===== src/zai_defines.vh =====
/*
 * constants for the zone aux line interlock block: apb offsets, field
 * positions, line function codes, reset values and timing counts.
 * assumes inclusion by bare name from the design files.
 */
`ifndef ZAI_DEFINES_VH
`define ZAI_DEFINES_VH

// ****************************************************************
// register byte offsets
// ****************************************************************
`define ZAI_OFS_CTRL     8'h00
`define ZAI_OFS_LINE0    8'h04
`define ZAI_OFS_LINE1    8'h08
`define ZAI_OFS_BLOCK    8'h0c
`define ZAI_OFS_CLEAR    8'h10
`define ZAI_OFS_STATUS   8'h14

// ****************************************************************
// field positions
// ****************************************************************
`define ZAI_CTRL_FIRST   0
`define ZAI_CTRL_LAST    1
`define ZAI_LN_FUNC_LO   0
`define ZAI_LN_FUNC_HI   2
`define ZAI_LN_ZONE      3
`define ZAI_LN_INV       4
`define ZAI_LN_EXT_OUT   5
`define ZAI_LN_EXT_OE    6

// ****************************************************************
// line function codes
// ****************************************************************
`define ZAI_FN_EXT       3'h0
`define ZAI_FN_RUNREQ    3'h1
`define ZAI_FN_ACCUM     3'h2
`define ZAI_FN_LANEFULL  3'h3
`define ZAI_FN_OCCUPIED  3'h4

// ****************************************************************
// reset values
// ****************************************************************
`define ZAI_RST_CTRL     2'h3
`define ZAI_RST_LINE     7'h00
`define ZAI_RST_BLOCK_MS 16'h1388
`define ZAI_RST_CLEAR_MS 16'h1770

// ****************************************************************
// timing
// ****************************************************************
`define ZAI_CLK_NS       20
`define ZAI_TICK_NS      1000000
`define ZAI_TICK_CYC     (`ZAI_TICK_NS / `ZAI_CLK_NS)

`endif


===== src/zai_lane_filter.v =====
/*
 * block/clear filter for the lane-full input: the filtered state follows
 * the raw level only after it has held steady for the configured time.
 * assumes a one-cycle tick per millisecond and a raw level on mclk.
 */
`default_nettype none

module zai_lane_filter #(
    parameter W = 16
) (
    // clock and reset
    input  wire         mclk,
    input  wire         rst_n,
    // timing
    input  wire         tick,
    input  wire [W-1:0] block_ms,
    input  wire [W-1:0] clear_ms,
    // level in, filtered level out
    input  wire         raw,
    output reg          full_reg
);

    reg  [W-1:0] cnt_reg;
    wire [W-1:0] limit;

    assign limit = raw ? block_ms : clear_ms;

    // ****************************************************************
    // hold timer
    // ****************************************************************
    always @(posedge mclk) begin
        if (!rst_n) begin
            cnt_reg  <= {W{1'b0}};
            full_reg <= 1'b0;
        end else if (raw == full_reg) begin
            // level went back before expiry: restart, keep state
            cnt_reg <= {W{1'b0}};
        end else if (cnt_reg >= limit) begin
            full_reg <= raw;
            cnt_reg  <= {W{1'b0}};
        end else if (tick) begin
            cnt_reg <= cnt_reg + {{(W-1){1'b0}}, 1'b1};
        end
    end

endmodule // zai_lane_filter

`default_nettype wire


===== src/zai_zone_interlock.v =====
/*
 * two-zone aux line interlock: two configurable aux lines drive run
 * request, accumulate or an occupied output for the upstream or downstream
 * zone, or filtered lane-full for the downstream zone; apb slave for configuration and status.
 * assumes sensor and aux pins are asynchronous, neighbour flags come
 * from logic on mclk.
 */
// Implementation choices: the address map and the APB interface to the registers.
`default_nettype none
`include "zai_defines.vh"

// Overview of operation
// - no run request, first zone never takes in
// - active run request runs upstream zone intake when first zone
// - intermediate zone conveys when next zone clear
// - active accumulate holds arriving item in zone
// - lane full accumulates after full block time
// - lane full releases after full clear time
// - any line set to lane full disables arrival fault detection, even while lane full is inactive
// - lane clear releases last zone items immediately
// - block and clear times independently configurable
// - upstream handshake: run request plus occupied
// - downstream handshake: accumulate in, occupied out
// - occupied output follows its selected zone
// - invert makes input active when off
// - inverted occupied output drives off when occupied
// - last zone discharges unless accumulate active
// - external control line leaves zones untouched
module zai_zone_interlock #(
    parameter TICK_CYC = `ZAI_TICK_CYC,
    parameter TW       = 16
) (
    // clock and reset
    input  wire         mclk,
    input  wire         rst_n,
    // apb slave
    input  wire         psel,
    input  wire         penable,
    input  wire         pwrite,
    input  wire [7:0]   paddr,
    input  wire [31:0]  pwdata,
    output reg  [31:0]  prdata,
    output reg          pready,
    output reg          pslverr,
    // aux lines, index 0 left, 1 right
    input  wire [1:0]   aux_in,
    output reg  [1:0]   aux_out,
    output reg  [1:0]   aux_oe,
    // zone sensors, index 0 upstream, 1 downstream, high when blocked
    input  wire [1:0]   zone_sensor,
    // neighbour flags from zone messaging
    input  wire         upstream_feed,
    input  wire         next_clear,
    // zone motors and fault detection enable
    output reg  [1:0]   motor_run,
    output reg          arrival_fault_en
);

    // ****************************************************************
    // helper functions
    // ****************************************************************
    function line_func_is;
        input [6:0] cfg;
        input [2:0] fn;
        begin
            line_func_is = (cfg[`ZAI_LN_FUNC_HI:`ZAI_LN_FUNC_LO] == fn);
        end
    endfunction

    // line drives a given function towards a given zone
    function line_hits;
        input [6:0] cfg;
        input [2:0] fn;
        input       zone;
        begin
            line_hits = line_func_is(cfg, fn) && (cfg[`ZAI_LN_ZONE] == zone);
        end
    endfunction

    // ****************************************************************
    // state
    // ****************************************************************
    reg  [1:0]    ctrl_reg;
    reg  [6:0]    line0_reg;
    reg  [6:0]    line1_reg;
    reg  [TW-1:0] block_reg;
    reg  [TW-1:0] clear_reg;
    reg  [1:0]    aux_s1_reg;
    reg  [1:0]    aux_s2_reg;
    reg  [1:0]    sen_s1_reg;
    reg  [1:0]    sen_s2_reg;
    reg  [31:0]   pre_reg;
    reg           tick_reg;

    wire          lane_full;
    wire [1:0]    act;
    wire [1:0]    occ;
    wire [1:0]    run_req;
    wire [1:0]    accum;
    wire          lf_sel;
    wire          lf_raw;
    wire          is_first;
    wire          is_last;
    reg  [1:0]    motor_next;
    reg  [1:0]    aux_out_next;
    reg  [1:0]    aux_oe_next;
    reg  [31:0]   rd_next;
    reg           err_next;
    wire          setup;
    wire          wr_en;

    // ****************************************************************
    // pin synchronisers
    // ****************************************************************
    always @(posedge mclk) begin
        if (!rst_n) begin
            aux_s1_reg <= 2'h0;
            aux_s2_reg <= 2'h0;
            sen_s1_reg <= 2'h0;
            sen_s2_reg <= 2'h0;
        end else begin
            aux_s1_reg <= aux_in;
            aux_s2_reg <= aux_s1_reg;
            sen_s1_reg <= zone_sensor;
            sen_s2_reg <= sen_s1_reg;
        end
    end

    // ****************************************************************
    // millisecond tick
    // ****************************************************************
    always @(posedge mclk) begin
        if (!rst_n) begin
            pre_reg  <= 32'h0;
            tick_reg <= 1'b0;
        end else if (pre_reg >= TICK_CYC - 1) begin
            pre_reg  <= 32'h0;
            tick_reg <= 1'b1;
        end else begin
            pre_reg  <= pre_reg + 32'h1;
            tick_reg <= 1'b0;
        end
    end

    // ****************************************************************
    // line decode
    // ****************************************************************
    // electrical level reads as active when off if inverted
    assign act[0] = aux_s2_reg[0] ^ line0_reg[`ZAI_LN_INV];
    assign act[1] = aux_s2_reg[1] ^ line1_reg[`ZAI_LN_INV];
    assign occ      = sen_s2_reg;
    assign is_first = ctrl_reg[`ZAI_CTRL_FIRST];
    assign is_last  = ctrl_reg[`ZAI_CTRL_LAST];

    // external-control lines match no function, so they never reach here
    assign run_req[0] = (act[0] && line_hits(line0_reg, `ZAI_FN_RUNREQ, 1'b0))
                      || (act[1] && line_hits(line1_reg, `ZAI_FN_RUNREQ, 1'b0));
    assign run_req[1] = (act[0] && line_hits(line0_reg, `ZAI_FN_RUNREQ, 1'b1))
                      || (act[1] && line_hits(line1_reg, `ZAI_FN_RUNREQ, 1'b1));

    // lane full always acts on the downstream zone
    assign lf_sel = line_func_is(line0_reg, `ZAI_FN_LANEFULL)
                  || line_func_is(line1_reg, `ZAI_FN_LANEFULL);
    assign lf_raw = (act[0] && line_func_is(line0_reg, `ZAI_FN_LANEFULL))
                  || (act[1] && line_func_is(line1_reg, `ZAI_FN_LANEFULL));

    zai_lane_filter #(
        .W        (TW)
    ) u_lane (
        .mclk     (mclk),
        .rst_n    (rst_n),
        .tick     (tick_reg),
        .block_ms (block_reg),
        .clear_ms (clear_reg),
        .raw      (lf_raw),
        .full_reg (lane_full)
    );

    assign accum[0] = (act[0] && line_hits(line0_reg, `ZAI_FN_ACCUM, 1'b0))
                    || (act[1] && line_hits(line1_reg, `ZAI_FN_ACCUM, 1'b0));
    assign accum[1] = (act[0] && line_hits(line0_reg, `ZAI_FN_ACCUM, 1'b1))
                    || (act[1] && line_hits(line1_reg, `ZAI_FN_ACCUM, 1'b1))
                    || (lf_sel && lane_full);

    // ****************************************************************
    // zone motor control
    // ****************************************************************
    always @* begin
        motor_next = 2'h0;
        // upstream zone intake: first zone needs a run request
        if (is_first) begin
            if (run_req[0] && !occ[0])
                motor_next[0] = 1'b1;
        end else if (upstream_feed && !occ[0]) begin
            motor_next[0] = 1'b1;
        end
        // upstream zone discharge into downstream zone
        if (occ[0] && !accum[0] && !occ[1])
            motor_next[0] = 1'b1;
        // downstream zone intake follows its feeder
        if (!occ[1] && (motor_next[0] || run_req[1]))
            motor_next[1] = 1'b1;
        // downstream zone discharge
        if (occ[1] && !accum[1]) begin
            if (is_last || lf_sel)
                motor_next[1] = 1'b1;
            else if (next_clear)
                motor_next[1] = 1'b1;
        end
        // accumulate stops the arriving item at its sensor
        if (occ[1] && accum[1])
            motor_next[1] = 1'b0;
    end

    // ****************************************************************
    // aux outputs
    // ****************************************************************
    always @* begin
        aux_out_next = 2'h0;
        aux_oe_next  = 2'h0;
        if (line_func_is(line0_reg, `ZAI_FN_OCCUPIED)) begin
            // inverted occupied output drives off while occupied
            aux_out_next[0] = occ[line0_reg[`ZAI_LN_ZONE]]
                            ^ line0_reg[`ZAI_LN_INV];
            aux_oe_next[0]  = 1'b1;
        end else if (line_func_is(line0_reg, `ZAI_FN_EXT)) begin
            aux_out_next[0] = line0_reg[`ZAI_LN_EXT_OUT];
            aux_oe_next[0]  = line0_reg[`ZAI_LN_EXT_OE];
        end
        if (line_func_is(line1_reg, `ZAI_FN_OCCUPIED)) begin
            aux_out_next[1] = occ[line1_reg[`ZAI_LN_ZONE]]
                            ^ line1_reg[`ZAI_LN_INV];
            aux_oe_next[1]  = 1'b1;
        end else if (line_func_is(line1_reg, `ZAI_FN_EXT)) begin
            aux_out_next[1] = line1_reg[`ZAI_LN_EXT_OUT];
            aux_oe_next[1]  = line1_reg[`ZAI_LN_EXT_OE];
        end
    end

    always @(posedge mclk) begin
        if (!rst_n) begin
            motor_run        <= 2'h0;
            aux_out          <= 2'h0;
            aux_oe           <= 2'h0;
            arrival_fault_en <= 1'b1;
        end else begin
            motor_run        <= motor_next;
            aux_out          <= aux_out_next;
            aux_oe           <= aux_oe_next;
            arrival_fault_en <= !lf_sel;
        end
    end

    // ****************************************************************
    // apb slave
    // ****************************************************************
    // read data is captured in the setup cycle, so the access phase
    // completes on its first edge with no wait state
    assign setup = psel && !penable;
    assign wr_en = psel && penable && pready && pwrite && !pslverr;

    always @* begin
        rd_next  = 32'h0;
        err_next = 1'b0;
        case (paddr)
            `ZAI_OFS_CTRL:   rd_next[1:0]    = ctrl_reg;
            `ZAI_OFS_LINE0:  rd_next[6:0]    = line0_reg;
            `ZAI_OFS_LINE1:  rd_next[6:0]    = line1_reg;
            `ZAI_OFS_BLOCK:  rd_next[TW-1:0] = block_reg;
            `ZAI_OFS_CLEAR:  rd_next[TW-1:0] = clear_reg;
            `ZAI_OFS_STATUS: rd_next[7:0]    = {arrival_fault_en, lane_full,
                                                motor_run, occ, aux_s2_reg};
            default:         err_next        = 1'b1;
        endcase
        if (pwrite)
            rd_next = 32'h0;
        if (pwrite && (paddr == `ZAI_OFS_STATUS))
            err_next = 1'b1;
    end

    always @(posedge mclk) begin
        if (!rst_n) begin
            prdata  <= 32'h0;
            pready  <= 1'b0;
            pslverr <= 1'b0;
        end else if (setup) begin
            prdata  <= rd_next;
            pready  <= 1'b1;
            pslverr <= err_next;
        end else begin
            pready  <= 1'b0;
            pslverr <= 1'b0;
        end
    end

    always @(posedge mclk) begin
        if (!rst_n) begin
            ctrl_reg  <= `ZAI_RST_CTRL;
            line0_reg <= `ZAI_RST_LINE;
            line1_reg <= `ZAI_RST_LINE;
            block_reg <= `ZAI_RST_BLOCK_MS;
            clear_reg <= `ZAI_RST_CLEAR_MS;
        end else if (wr_en) begin
            case (paddr)
                `ZAI_OFS_CTRL:  ctrl_reg  <= pwdata[1:0];
                `ZAI_OFS_LINE0: line0_reg <= pwdata[6:0];
                `ZAI_OFS_LINE1: line1_reg <= pwdata[6:0];
                `ZAI_OFS_BLOCK: block_reg <= pwdata[TW-1:0];
                `ZAI_OFS_CLEAR: clear_reg <= pwdata[TW-1:0];
                default:        ctrl_reg  <= ctrl_reg;
            endcase
        end
    end

endmodule // zai_zone_interlock

`default_nettype wire


===== config.mk =====
export PLATFORM = sky130hd
export DESIGN_NAME = zai_zone_interlock
export DESIGN_NICKNAME = d
export VERILOG_FILES = /design/src/zai_lane_filter.v /design/src/zai_zone_interlock.v
export VERILOG_INCLUDE_DIRS = /design/src /design/src/src
export SDC_FILE = /design/constraint.sdc
export NUM_CORES = 1
export LEC_CHECK = 0
export BUFFER_PORTS_ARGS = -buffer_cell sky130_fd_sc_hd__buf_2
export CORE_UTILIZATION = 45
export DETAILED_ROUTE_END_ITERATION = 6
export PLACE_DENSITY = 0.76
export SKIP_LAST_GASP = 1
export SLEW_MARGIN = 5
export SYNTH_ARGS = -nofsm -noshare
export SYNTH_HDL_FRONTEND = slang
export SYNTH_SLANG_ARGS = --single-unit

===== constraint.sdc =====
create_clock -name mclk -period 6.3 [get_ports mclk]
set_input_delay 0.63 -clock mclk [delete_from_list [all_inputs] [get_ports mclk]]
set_output_delay 0.63 -clock mclk [all_outputs]
set_load 0.03 [all_outputs]

==> impl_metrics.py <==
metrics = {
    "grt": {
        "antenna_found_initial": 0,
        "grt.overflow.total": 0,
        "grt_max_degree": 64,
        "grt_pass1_vias": 4456,
        "grt_first_pass_wirelength_um": 21400,
        "grtUsageTotal_pct": 20.4,
    },
    "sta": {
        "tns_ns": 0,
        "fin_crit_sh_pct": 45.6,
        "max_slew_margin_pct": 41.2,
        "slew_viol_final": 0,
        "max_freq_mhz": 348,
        "worst_pin_slew_ns": 0.880,
        "fin_skew_ns": 0.00886,
        "rsz0062_at_grt": "no",
        "finalSetupViolCount": 0,
        "hold_viol_final": 0,
        "fin_crit_ns": 2.87,
    },
    "route": {
        "ant_nets": 0,
        "dr.pass1.iters": 5,
        "routed-via-count": 4773,
        "drt-vias-per-instance": 5.26,
        "drc": 0,
        "wirelength_um": 12900,
        "wl_per_cell_um": 14.2,
        "drt-initial-drc-count": 317,
    },
    "critical_path": {
        "cp_max_fo": 18,
        "endpoint_kind": "flop",
        "r2r_slack_ns": 3.43,
        "rr_endpoint": "u_lane.cnt_reg[9]",
        "start_kind": "flop",
        "crit_start": "line0_reg[2]",
        "arrival_ns": 3.19,
        "reg2regPathDepth": 11,
        "r2r_start": "line0_reg[2]",
        "worstPathRequired_ns": 6.62,
        "cp-endpoint": "u_lane.cnt_reg[9]",
        "crit_type": "reg2reg",
    },
    "synthesis": {
        "yosysSeqAreaShare_pct": 44.3,
        "synth_top_area_share_pct": 44.3,
        "synth_edf_count": 0,
        "ys_types": 65,
        "synth_top_area_cell": "dfxtp_1",
        "ys_ff_latch": 131,
        "yosys_warnings": 0,
        "async_flop_share_pct": 0,
        "avgSynthCellArea_um2": 9.04,
        "synth_area_um2": 5920,
        "netlist_top_cells_area": "dfxtp_1 (44%), nand2_1 (7.7%), mux2i_1 (7.3%)",
        "ys.flop_type": "dfxtp_1",
        "syn_inst": 655,
    },
    "clock_tree": {
        "cts_sinks": 131,
        "clock_latency_ns": 0.42,
        "tritoncts": "done",
        "path_clk_slew_ns": 0.06,
        "numCtsBuffers": 17,
        "ctsResizeCount": 0,
        "post-cts-setup-buffer-count": 0,
        "cts-root-to-sink-buffers": 2,
        "htreeDepth": 4,
        "ctsHoldBuffers": 0,
        "cts_root_buf": "clkbuf_16",
    },
    "pwr": {
        "power_per_cell_area_nw_per_um2": 262,
        "total_power_mw": 1.79,
        "peakVddDrop_mv": 0.178,
        "cellLeakagePower_nw": 2.62,
    },
    "finish": {
        "area_growth_pct": 15.8,
        "largest_reg_flops": 32,
        "layout_commonest_cell": "dfxtp_1",
        "drive_gt1_share_pct": 16.0,
        "fin_nets": 792,
        "final_cell_mix": "dfxtp_1 (131), nand2_1 (121), buf_2 (59)",
        "diodes": 0,
    },
    "die": {
        "ios": 92,
        "die-area_um2": 13600,
        "die_h_um": 117,
        "core_um2": 12700,
        "initial_core_util_pct": 46.6,
        "die_w_um": 117,
        "placementRows": 41,
    },
    "flow_run": {
        "maxCapViolCount": 0,
    },
    "worst_hold_path": {
        "hold_path.class": "in2reg",
    },
    "placement": {
        "place.gp.congestion": 0.836,
        "portBuffers": 59,
        "hpwlAfterDp_um": 8900,
    },
    "status": {
        "status": "finished clean",
    },
}
kinds of logic (layout without fill, tap and decap cells):
| group | Yosys count | after routing | synth area share, % |
|---|---|---|---|
| AOI/OAI and AO/OA | 86 | 86 | 9.44 |
| xor gates and xnor gates | 34 | 34 | 5.03 |
| adders and majority gates | 18 | 18 | 3.80 |
| buffers and inverters | 50 | 100 | 4.79 |
| DFF | 131 | 131 | 44.3 |
| muxes | 46 | 46 | 8.22 |
| other | 1 | 32 | 0.0633 |
| and+or+nand+nor | 289 | 289 | 24.4 |
worst max-delay path, cell delays in order (launching register included):
cell	delay, ns
dfxtp_1	0.40
nand3b_1	0.23
o22ai_2	0.18
buf_4	0.33
mux2_2	0.39
ha_1	0.27
nor2b_1	0.11
o21ai_0	0.10
a21oi_1	0.22
o211ai_1	0.10
buf_4	0.21
nor3_1	0.23
power by group:
group | internal, mW | switching, mW
Sequential | 0.838 | 0.00455
Clock | 0.521 | 0.362
Combinational | 0.0205 | 0.0485
Total | 1.38 | 0.415
metrics by stage:
step	worst slack [ns]	cells	hold slack [ns]	area [um2]	util, %
2_1_floorplan	3.33	686	0.412	6040	-
3_3_place_gp	3.50	876	0.416	6320	49.7
3_5_place_dp	3.46	876	0.419	6320	49.7
4_1_cts	3.41	908	0.405	6860	53.9
5_1_grt	3.15	908	0.412	6860	53.9
6_report	3.43	908	0.417	6860	53.9
layout make-up:
cell class              count  area [um2]
clock buffers              20         457
clock inverters            12        81.3
fillers                  1148        5860
inverters                   5        18.8
multi-input cells         505        3140
flip-flops and latches    131        2620
well taps                 172         215
repair buffers             63         325
worst min path at each step:
stage | startpoint | end | depth (start not counted)
finish | zone_sensor[1] | sen_s1_reg[1] | 2
global route | zone_sensor[0] | sen_s1_reg[0] | 2
CTS | zone_sensor[1] | sen_s1_reg[1] | 2
detailed placement | aux_s1_reg[0] | aux_s2_reg[0] | 1
global placement | aux_s1_reg[1] | aux_s2_reg[1] | 1
floorplan | aux_s1_reg[0] | aux_s2_reg[0] | 1
cell usage after synthesis (all sizes together), types with 3 or more instances:
library cell and n:
dfxtp 131, nor2 39, xor2 13, xnor2 21, nand3 23, nand4 11
a21oi 37, or4 3, nor4 9, mux2i 43, nand2 124, buf 28
o21ai 8, and2 10, clkbuf 17, and3 5, nor4b 3, nand3b 4
a22oi 13, nand2b 4, or3 5, o22ai 6, ha 18, a2bb2oi 8
inv 5, nor3 38
metal layers:
metal	up-vias	part of all wire, %	track usage, %
met5	-	0	0
li1	2391	-	-
met4	0	1.9	8.02
met1	2221	46	25.7
met2	139	47	33.2
met3	22	5.3	5.35
No activity file was read; power rests on OpenSTA's default activity.
